File: src/logic/modem_opt_params.svh
// Offsets, field positions, reset values and codes of the modem option registers
`ifndef MODEM_OPT_PARAMS_SVH
`define MODEM_OPT_PARAMS_SVH
`define OFS_NEG_ACTION 3'h0
`define OFS_SOFT_SWITCH 3'h1
`define OFS_BREAK 3'h2
`define OFS_FAIL_REASON 3'h3
`define OFS_EXT_RESULT 3'h4
`define RST_NEG_ACTION 8'h07
`define RST_SOFT_SWITCH 8'h00
`define RST_BREAK 8'h80
`define RST_FAIL_REASON 8'h00
`define RST_EXT_RESULT 8'h00
`define NEG_LAPM 8'h00
`define NEG_ENABLE 8'h07
`define NEG_FALLBACK 8'h80
`define BRK_EXPEDITED 8'h03
`define BRK_DESTRUCTIVE 8'h07
`define BRK_IN_SEQUENCE 8'h80
`define FAIL_NORMAL 8'h00
`define FAIL_CARRIER 8'h04
`define FAIL_NO_EC 8'h05
`define FAIL_NO_PROTO 8'h09
`define FAIL_REMOTE 8'h0c
`define FAIL_NO_RESP 8'h0d
`define FAIL_VIOLATION 8'h0e
`define RETX_LIMIT 4'ha
`define SW_CMD_SET 0
`define SW_REMOTE_CFG 1
`define SW_CALLBACK 2
`define SW_ANSWER 3
`define XR_LINE_SPEED 0
`define XR_EC_TAG 1
`define XR_CARRIER 2
`define XR_PROTOCOL 3
`define XR_COMPRESSION 5
`endif

File: src/logic/modem_opt_pkg.sv
// Types of the modem option register block
package modem_opt_pkg;
  typedef enum logic [1:0] {neg_detect, neg_lapm, neg_fallback} neg_mode_t;
  typedef enum logic [1:0] {brk_in_sequence, brk_expedited, brk_destructive} brk_mode_t;
  typedef struct packed {
    logic [2:0] addr;
    logic [7:0] wdata;
    logic wr;
    logic rd;
  } reg_req_t;
  typedef struct packed {
    logic carrier_loss;
    logic no_ec_modem;
    logic no_common_proto;
    logic remote_disc;
    logic retransmit;
    logic violation;
    logic normal_disc;
  } fail_evt_t;
  typedef struct packed {
    logic line_speed;
    logic ec_tag;
    logic carrier;
    logic protocol;
    logic compression;
  } result_en_t;
  typedef struct packed {
    logic [7:0] neg_action_r;
    logic [7:0] soft_switch_r;
    logic [7:0] break_r;
    logic [7:0] fail_reason_r;
    logic [7:0] ext_result_r;
    logic [7:0] rdata_r;
    logic [3:0] retx_cnt_r;
    logic recorded_r;
  } opt_state_t;
endpackage

File: src/logic/modem_option_register_decode.sv
// Modem option registers with decoded mode outputs and failure cause capture
`timescale 1ns/100ps
`include "modem_opt_params.svh"
module modem_option_register_decode #(
  parameter int REG_W = 8,
  parameter int CNT_W = 4,
  parameter int RETX_MAX = `RETX_LIMIT
) (
  // Clock and reset
  input wire logic clk,
  input wire logic rst,
  // Register port
  input wire modem_opt_pkg::reg_req_t req,
  output logic [7:0] rdata,
  // Link events from the modem core
  input wire modem_opt_pkg::fail_evt_t fail_evt,
  input wire logic retx_event,
  input wire logic ack_event,
  input wire logic no_carrier,
  input wire logic call_start,
  // Decoded modes
  output modem_opt_pkg::neg_mode_t neg_mode,
  output modem_opt_pkg::brk_mode_t brk_mode,
  output logic break_immediate,
  output logic break_discard,
  output logic command_set_select,
  output logic remote_config_permit,
  output logic callback_security_enable,
  output logic answer_select,
  output modem_opt_pkg::result_en_t result_force,
  output logic fail_valid
);
  import modem_opt_pkg::*;

  // Parameter limits
  if (REG_W != 8) begin : g_bad_width
    $error("Register width must be 8");
  end
  if (CNT_W != 4) begin : g_bad_count
    $error("Retransmission counter must be 4 bits");
  end
  if (RETX_MAX < 1 || RETX_MAX > 15) begin : g_bad_limit
    $error("Retransmission limit out of range");
  end

  // State and next state
  opt_state_t s_r;
  opt_state_t s_nxt;

  // Write and read selects
  logic wr_neg;
  logic wr_soft;
  logic wr_brk;
  logic wr_ext;
  logic rd_neg;
  logic rd_soft;
  logic rd_brk;
  logic rd_fail;
  logic rd_ext;
  logic [7:0] rd_word;

  // Cause capture
  logic [7:0] cause;
  logic cause_hit;
  logic retx_spent;
  logic cnt_clear;
  logic cnt_step;
  logic cause_take;
  logic silent_take;

  // Register selects
  always_comb begin
    wr_neg = 1'b0;
    wr_soft = 1'b0;
    wr_brk = 1'b0;
    wr_ext = 1'b0;
    rd_neg = 1'b0;
    rd_soft = 1'b0;
    rd_brk = 1'b0;
    rd_fail = 1'b0;
    rd_ext = 1'b0;
    if (req.wr) begin
      case (req.addr)
        `OFS_NEG_ACTION: begin
          wr_neg = 1'b1;
        end
        `OFS_SOFT_SWITCH: begin
          wr_soft = 1'b1;
        end
        `OFS_BREAK: begin
          wr_brk = 1'b1;
        end
        `OFS_EXT_RESULT: begin
          wr_ext = 1'b1;
        end
        default: begin
          wr_neg = 1'b0;
        end
      endcase
    end
    if (req.rd) begin
      case (req.addr)
        `OFS_NEG_ACTION: begin
          rd_neg = 1'b1;
        end
        `OFS_SOFT_SWITCH: begin
          rd_soft = 1'b1;
        end
        `OFS_BREAK: begin
          rd_brk = 1'b1;
        end
        `OFS_FAIL_REASON: begin
          rd_fail = 1'b1;
        end
        `OFS_EXT_RESULT: begin
          rd_ext = 1'b1;
        end
        default: begin
          rd_neg = 1'b0;
        end
      endcase
    end
  end

  // Read data mux
  always_comb begin
    rd_word = 8'h00;
    if (rd_neg) begin
      rd_word = s_r.neg_action_r;
    end
    if (rd_soft) begin
      rd_word = s_r.soft_switch_r;
    end
    if (rd_brk) begin
      rd_word = s_r.break_r;
    end
    if (rd_fail) begin
      rd_word = s_r.fail_reason_r;
    end
    if (rd_ext) begin
      rd_word = s_r.ext_result_r;
    end
  end

  // limit reached, stale count ignored on rearm
  assign retx_spent = (s_r.retx_cnt_r >= 4'(RETX_MAX)) && !call_start;

  always_comb begin
    cause = `FAIL_NORMAL;
    cause_hit = 1'b1;
    if (retx_spent) begin
      cause = `FAIL_NO_RESP;
    end else if (fail_evt.carrier_loss) begin
      cause = `FAIL_CARRIER;
    end else if (fail_evt.no_ec_modem) begin
      cause = `FAIL_NO_EC;
    end else if (fail_evt.no_common_proto) begin
      cause = `FAIL_NO_PROTO;
    end else if (fail_evt.retransmit) begin
      cause = `FAIL_NO_RESP;
    end else if (fail_evt.violation) begin
      cause = `FAIL_VIOLATION;
    end else if (fail_evt.remote_disc) begin
      cause = `FAIL_REMOTE;
    end else if (fail_evt.normal_disc) begin
      cause = `FAIL_NORMAL;
    end else begin
      cause_hit = 1'b0;
    end
  end

  assign cnt_clear = call_start || ack_event;
  assign cnt_step = retx_event && (s_r.retx_cnt_r < 4'(RETX_MAX));

  assign cause_take = cause_hit && (call_start || !s_r.recorded_r);
  assign silent_take = !cause_hit && no_carrier && (call_start || !s_r.recorded_r);

  // Next state
  always_comb begin
    s_nxt = s_r;
    s_nxt.rdata_r = rd_word;
    if (wr_neg) begin
      s_nxt.neg_action_r = req.wdata;
    end
    if (wr_soft) begin
      s_nxt.soft_switch_r = req.wdata;
    end
    if (wr_brk) begin
      s_nxt.break_r = req.wdata;
    end
    if (wr_ext) begin
      s_nxt.ext_result_r = req.wdata;
    end
    if (cnt_clear) begin
      s_nxt.retx_cnt_r = 4'h0;
    end else if (cnt_step) begin
      s_nxt.retx_cnt_r = s_r.retx_cnt_r + 4'h1;
    end
    if (call_start) begin
      s_nxt.recorded_r = 1'b0;
    end
    if (cause_take) begin
      s_nxt.fail_reason_r = cause;
      s_nxt.recorded_r = 1'b1;
    end else if (silent_take) begin
      s_nxt.fail_reason_r = `FAIL_NORMAL;
      s_nxt.recorded_r = 1'b1;
    end
  end

  always_ff @(posedge clk) begin
    if (rst) begin
      s_r.neg_action_r <= `RST_NEG_ACTION;
      s_r.soft_switch_r <= `RST_SOFT_SWITCH;
      s_r.break_r <= `RST_BREAK;
      s_r.fail_reason_r <= `RST_FAIL_REASON;
      s_r.ext_result_r <= `RST_EXT_RESULT;
      s_r.rdata_r <= 8'h00;
      s_r.retx_cnt_r <= 4'h0;
      s_r.recorded_r <= 1'b0;
    end else begin
      s_r <= s_nxt;
    end
  end

  assign rdata = s_r.rdata_r;
  assign fail_valid = s_r.recorded_r;

  // Negotiation decode
  always_comb begin
    case (s_r.neg_action_r)
      `NEG_ENABLE: begin
        neg_mode = neg_detect;
      end
      `NEG_LAPM: begin
        neg_mode = neg_lapm;
      end
      `NEG_FALLBACK: begin
        neg_mode = neg_fallback;
      end
      default: begin
        neg_mode = neg_fallback;
      end
    endcase
  end

  // Break decode
  always_comb begin
    case (s_r.break_r)
      `BRK_EXPEDITED: begin
        brk_mode = brk_expedited;
      end
      `BRK_DESTRUCTIVE: begin
        brk_mode = brk_destructive;
      end
      `BRK_IN_SEQUENCE: begin
        brk_mode = brk_in_sequence;
      end
      default: begin
        brk_mode = brk_in_sequence;
      end
    endcase
  end

  assign break_immediate = (brk_mode != brk_in_sequence);
  assign break_discard = (brk_mode == brk_destructive);

  assign command_set_select = s_r.soft_switch_r[`SW_CMD_SET];
  assign remote_config_permit = s_r.soft_switch_r[`SW_REMOTE_CFG];
  assign callback_security_enable = s_r.soft_switch_r[`SW_CALLBACK];
  assign answer_select = s_r.soft_switch_r[`SW_ANSWER];

  always_comb begin
    result_force.line_speed = s_r.ext_result_r[`XR_LINE_SPEED];
    result_force.ec_tag = s_r.ext_result_r[`XR_EC_TAG];
    result_force.carrier = s_r.ext_result_r[`XR_CARRIER];
    result_force.protocol = s_r.ext_result_r[`XR_PROTOCOL];
    result_force.compression = s_r.ext_result_r[`XR_COMPRESSION];
  end
endmodule // modem_option_register_decode

File: config.mk
export PLATFORM = sky130hd
export DESIGN_NAME = modem_option_register_decode
export DESIGN_NICKNAME = d
export VERILOG_FILES = /design/src/logic/modem_opt_pkg.sv /design/src/logic/modem_option_register_decode.sv
export VERILOG_INCLUDE_DIRS = /design/src /design/src/logic
export SDC_FILE = /design/constraint.sdc
export NUM_CORES = 1
export LEC_CHECK = 0
export ABC_AREA = 1
export BUFFER_PORTS_ARGS = -buffer_cell sky130_fd_sc_hd__buf_2
export CORE_UTILIZATION = 53
export CTS_CLUSTER_SIZE = 10
export DETAILED_ROUTE_END_ITERATION = 10
export MAX_ROUTING_LAYER = met4
export PLACE_DENSITY = 0.78
export SYNTH_ARGS = -nofsm -noshare
export SYNTH_HDL_FRONTEND = slang
export SYNTH_SLANG_ARGS = --single-unit
File: constraint.sdc
create_clock -name clk -period 2 [get_ports clk]
set_clock_uncertainty 0.2 [all_clocks]
set_input_delay 0.4 -clock clk [delete_from_list [all_inputs] [get_ports clk]]
set_output_delay 0.4 -clock clk [all_outputs]
set_load 0.1 [all_outputs]
* Word level (Yosys, flattened, before mapping)
Index checks and enable logic that the tools add are counted.
** Operators by class
- Add/subtract/negate cells :: 1
- Magnitude comparators :: 2
- Equality and inequality tests :: 8
- Mux-type cells :: 41
- Reduce and logical (&&, ||, !) cells :: 16
** Operators with widths (count)
- 8-bit 2-to-1 mux :: 7
- 4-bit 2-to-1 mux :: 7
- 1-bit 2-to-1 mux :: 25
- 8-bit by 3-bit equality test with 1-bit output (second input constant) :: 2
- 8-bit by 2-bit equality test with 1-bit output (second input constant) :: 1
- 8-bit logical NOT :: 1
- 2-bit one-hot mux with 2 select lines :: 2
- 3-bit by 2-bit equality test with 1-bit output (second input constant) :: 2
- 1-bit logical AND :: 5
- 4-bit by 1-bit adder with 4-bit output (second input constant) :: 1
- 4-bit >= comparator (second input constant) :: 1
- 4-bit less-than comparator (second input constant) :: 1
- 2-bit nonzero test :: 2
- 3-bit by 1-bit equality test with 1-bit output (second input constant) :: 1
- 3-bit equality test (second input constant) :: 1
- 1-bit logical NOT :: 3
- 3-bit logical NOT :: 1
- 3-bit nonzero test :: 1
- 2-bit equality test (second input constant) :: 1
- 1-bit logical OR :: 2
- 2-bit OR reduction :: 1
** Storage, ports and cells
- Register bits :: 53
- Input port bits :: 26
- Output and inout bits :: 24

* Depth between registers and ports, before layout
- Depth in word-level cells :: 13
- Gate-level depth with buffers :: 10

* Least setup slack after synthesis
No wires, ideal clock.
- Path kind :: register -> output
- Start point :: reg s_r[36] in the netlist's numbering
- End point :: out break_discard
- Arrival time :: 2.753 ns
- Path slack :: -1.353 ns
- Cell stages (with the launch flop) :: 4
- Buffers on the path :: 0
- Cells stage by stage :: dfxtp_1 > nor2_1 > nand4_1 > nor3b_1
** Between the ends
- Longest elaborated chain between the ends :: 3
- Elaborated cells on any way between the ends :: 4
- Those cells by class :: eq/ne: 3; mux: 1
** RTL lines
- from (decl) :: line modem_option_register_decode.sv:47 : opt_state_t s_r;
- from (signal assigned) :: line modem_option_register_decode.sv:222 : s_r <= s_nxt;
- 8-bit by 3-bit equality test with 1-bit output or 8-bit by 2-bit equality test with 1-bit output (tied branches) :: line modem_option_register_decode.sv:249 : case (s_r.break_r)
- 2-bit one-hot mux with 2 select lines * :: line modem_option_register_decode.sv:249
- 2-bit equality test * :: line modem_option_register_decode.sv:266 : assign break_discard = (brk_mode == brk_destructive);
- to (decl) :: line modem_option_register_decode.sv:25 : output logic break_discard,
Every way passes the cells marked *; elsewhere a longest branch is shown, timed or not.

* Worst setup path after layout
- Start point :: reg s_r[32] in the netlist's numbering
- End point :: out brk_mode[1]
** Between the ends
- Longest elaborated chain between the ends :: 2
- Elaborated cells on any way between the ends :: 3
- Those cells by class :: eq/ne: 2; mux: 1
** RTL lines
- 8-bit by 3-bit equality test with 1-bit output or 8-bit by 2-bit equality test with 1-bit output (tied branches) :: line modem_option_register_decode.sv:249
- 2-bit one-hot mux with 2 select lines * :: line modem_option_register_decode.sv:249
- to (decl) :: line modem_option_register_decode.sv:23 : output modem_opt_pkg::brk_mode_t brk_mode,
Marked as above.

==> metrics.md <==
| Metric | Value |
|---|---|
| Sum Neg Setup Slack | `-0.189 ns` |
| Actual slew at the worst max-slew pin | `0.481 ns` |
| Hpwl dp | `4020 um` |
| Avg Cell Area, Syn | `7.02 um^2` |
| Critical path type | `reg2out` |
| Nets@finish | `397` |
| Slew Limit Headroom | `0.677` |
| Fin cells | `420` |
| Post-DR vias/cell | `5.23` |
| Clock root buffer | `clkbuf_8` |
| Synth Register Bits | `49` |
| First-pass GRT wire length | `8840 um` |
| Synth async-reset ratio | `0` |
| Area share of the largest cell type after synthesis | `0.430` |
| Length of routed wiring on met1 | `2380 um` |
| Achievable frequency | `474 MHz` |
| Cts hold-fix bufs | `0` |
| GRT overflow | `0` |
| Simple-gate share of the synthesized area | `0.308` |
| Initial Util | `0.562` |
| Hold WS | `0.166 ns` |
| Largest net degree at the start of global routing | `25` |
| H-tree depth | `2` |
| First-pass DRT Iterations | `4` |
| Met2 wire len | `2520 um` |
| Final slew viol count | `0` |
| Total clock sinks | `49` |
| # port buffers | `49` |
| Final Hold Viols | `0` |
| Routed wl met3 | `353 um` |
| Vias in the first global route | `1,906` |
| Peak VDD IR | `587 uV` |
| Final setup vio count | `3` |
| Max Used Layer | `met4` |
| Die ar. | `4570 um^2` |
| Yosys warns | `0` |
| Max-Cap Viols | `0` |
| Syn nets | `353` |
| Post-synthesis xor/xnor area fraction | `0` |
| Post-synthesis cell area | `2280 um^2` |
| Status | `finished with violations` |
| Clock Pin Slew Worst Setup and Hold Paths | `0.09 ns` |
| Worst endpoint required time | `1.40 ns` |
| Critical path endpoint category | `output pin` |
| Row cnt | `23` |
| Die Y | `67.6 um` |
| Vias | `2,196` |
| Drt wl/cell | `12.8 um` |
| Proportion of synthesized area in mux cells | `0` |
| CTS buffer count | `5` |
| Core Box Area | `4060 um^2` |
| Fin crit period | `2.11 ns` |
| Synth area leader | `dfxtp_1` |
| Worst setup SP type | `flip-flop` |
| GRT Util Overall | `0.272` |
| EDFF count, synth | `0` |
| Synth cell types | `24` |
| Adder-cell share of the synthesized area | `0.0110` |
| N_diodes | `0` |
| Initial antenna violation count | `0` |
| Crit Path Max Fanout | `4` |
| Routed WL | `5380 um` |
| Placed cell count | `410` |
| Arr. time, crit path | `1.51 ns` |
| Crit share post-route | `1.05` |
| Worst-Skew Late Latency | `0.31 ns` |
| Leak | `1.32 nW` |
| Initial drt markers | `176` |
| RSZ-0062 raised after global routing | `yes` |
| CTS tree | `yes` |
| Share of cells above drive strength 1 | `0.232` |
| Layout area overhead | `22.8%` |
| Drt drc | `0` |
| Main combinational cell family by area after synthesis | `simple AND/OR/NAND/NOR gates` |
| Compound-cell area share of the yosys netlist | `0.138` |
| Failing checks | `setup timing` |
| Worst setup slack after layout | `-0.109 ns` |
| Hold crit path type | `in2reg` |
| Top_reg_cell synth | `dfxtp_1` |
| GP Congestion | `0.901` |
| Antenna viol nets, final | `0` |
| Ports | `50` |
| Seq/Total Area, Yosys | `0.430` |
| Synth top area cells | `dfxtp_1, nand2_1, nor2_1` |
| CTS Buffer Depth | `2` |
| Cells after synthesis | `325` |
| Width of the die | `67.6 um` |
| Pwr Density | `732 nW/um^2` |
| Power, Total | `2.05 mW` |
power by group:
group / internal [mW] / leakage [nW] / total, mW / switching [mW]
Clock: 0.375 / 0.0554 / 0.706 / 0.331
Combinational: 0.0808 / 0.870 / 0.312 / 0.231
Sequential: 1.01 / 0.398 / 1.03 / 0.0240
per-layer routing:
| layer | global-route usage | up-vias |
|---|---|---|
| li1 | - | 1122 |
| met1 | 0.349 | 990 |
| met2 | 0.417 | 72 |
| met3 | 0.0541 | 12 |
| met4 | 0.106 | 0 |
| met5 | - | - |
critical path, cell delays in order (launching register included):
cell	delay, ns
dfxtp_2	0.34
nor2_2	0.12
nand4_1	0.12
buf_6	0.17
nor3b_4	0.23
buf_12	0.20
cell usage in the layout, fill, tap and decap left out, drive strengths merged, types with 2 or more instances in the layout:
cell	n
buf	55
inv	37
nor3b	2
nor4	3
nand3	18
a22oi	3
nand2	66
dfxtp	49
nand4	3
ha	2
o21ai	34
nor3	5
clkbuf	6
a21oi	20
nor2	61
o211ai	2
cells in the mapped netlist (3+ instances only):
| cell | number |
|---|---|
| clkbuf_1 | 4 |
| nand4_1 | 3 |
| buf_4 | 14 |
| nand2_1 | 66 |
| o21ai_0 | 34 |
| a21oi_1 | 20 |
| inv_2 | 4 |
| inv_1 | 33 |
| dfxtp_1 | 49 |
| nor2_1 | 57 |
| a22oi_1 | 3 |
| nand3_1 | 17 |
| nor3_1 | 4 |
kinds of logic after synthesis:
logic type,after synthesis
buffers and inverters,55
and+or+nand+nor,159
AOI/OAI and AO/OA,60
adders and majority gates,2
DFF,49
flip-flops by register name, indices dropped and copies added, names as in the netlist:
signal and cells:
result_force 5, remote_config_permit 1, s_r 31, fail_valid 1
command_set_select 1, callback_security_enable 1, answer_select 1, rdata 8
final cells by class:
class / count / area, um^2
clock buffers: 6 / 72.6
clock inverters: 2 / 38.8
fillers: 339 / 1260
inverters: 37 / 139
multi-input cells: 221 / 1120
flip-flops and latches: 49 / 985
well taps: 50 / 62.6
repair buffers: 55 / 384
final timing paths:
check	start	endpoint	slack [ns]	cells after the start
worst min-delay path	req[9]	s_r[36]	0.17	3
worst max register to register	s_r[1]	s_r[23]	0.28	9
worst max-delay path	s_r[32]	brk_mode[1]	-0.11	5
worst min register to register	s_r[19]	s_r[19]	0.25	2
stage by stage:
stage               instance area (um^2)  utilization  worst slack, ns
floorplan                           2320            -           -0.198
global route                        2800        0.690           -0.142
detailed placement                  2630        0.648            0.243
global placement                    2630        0.648            0.255
finish                              2800        0.690           -0.109
CTS                                 2780        0.686          -0.0472
what timing repair did:
| item | in CTS | in global routing |
|---|---|---|
| setup endpoints to repair | 4 | 5 |
| buffers inserted | 2 | 0 |
| pin swaps | 1 | 3 |
| gates resized for setup | 7 | 5 |
Power figures use the tool's default switching activity.
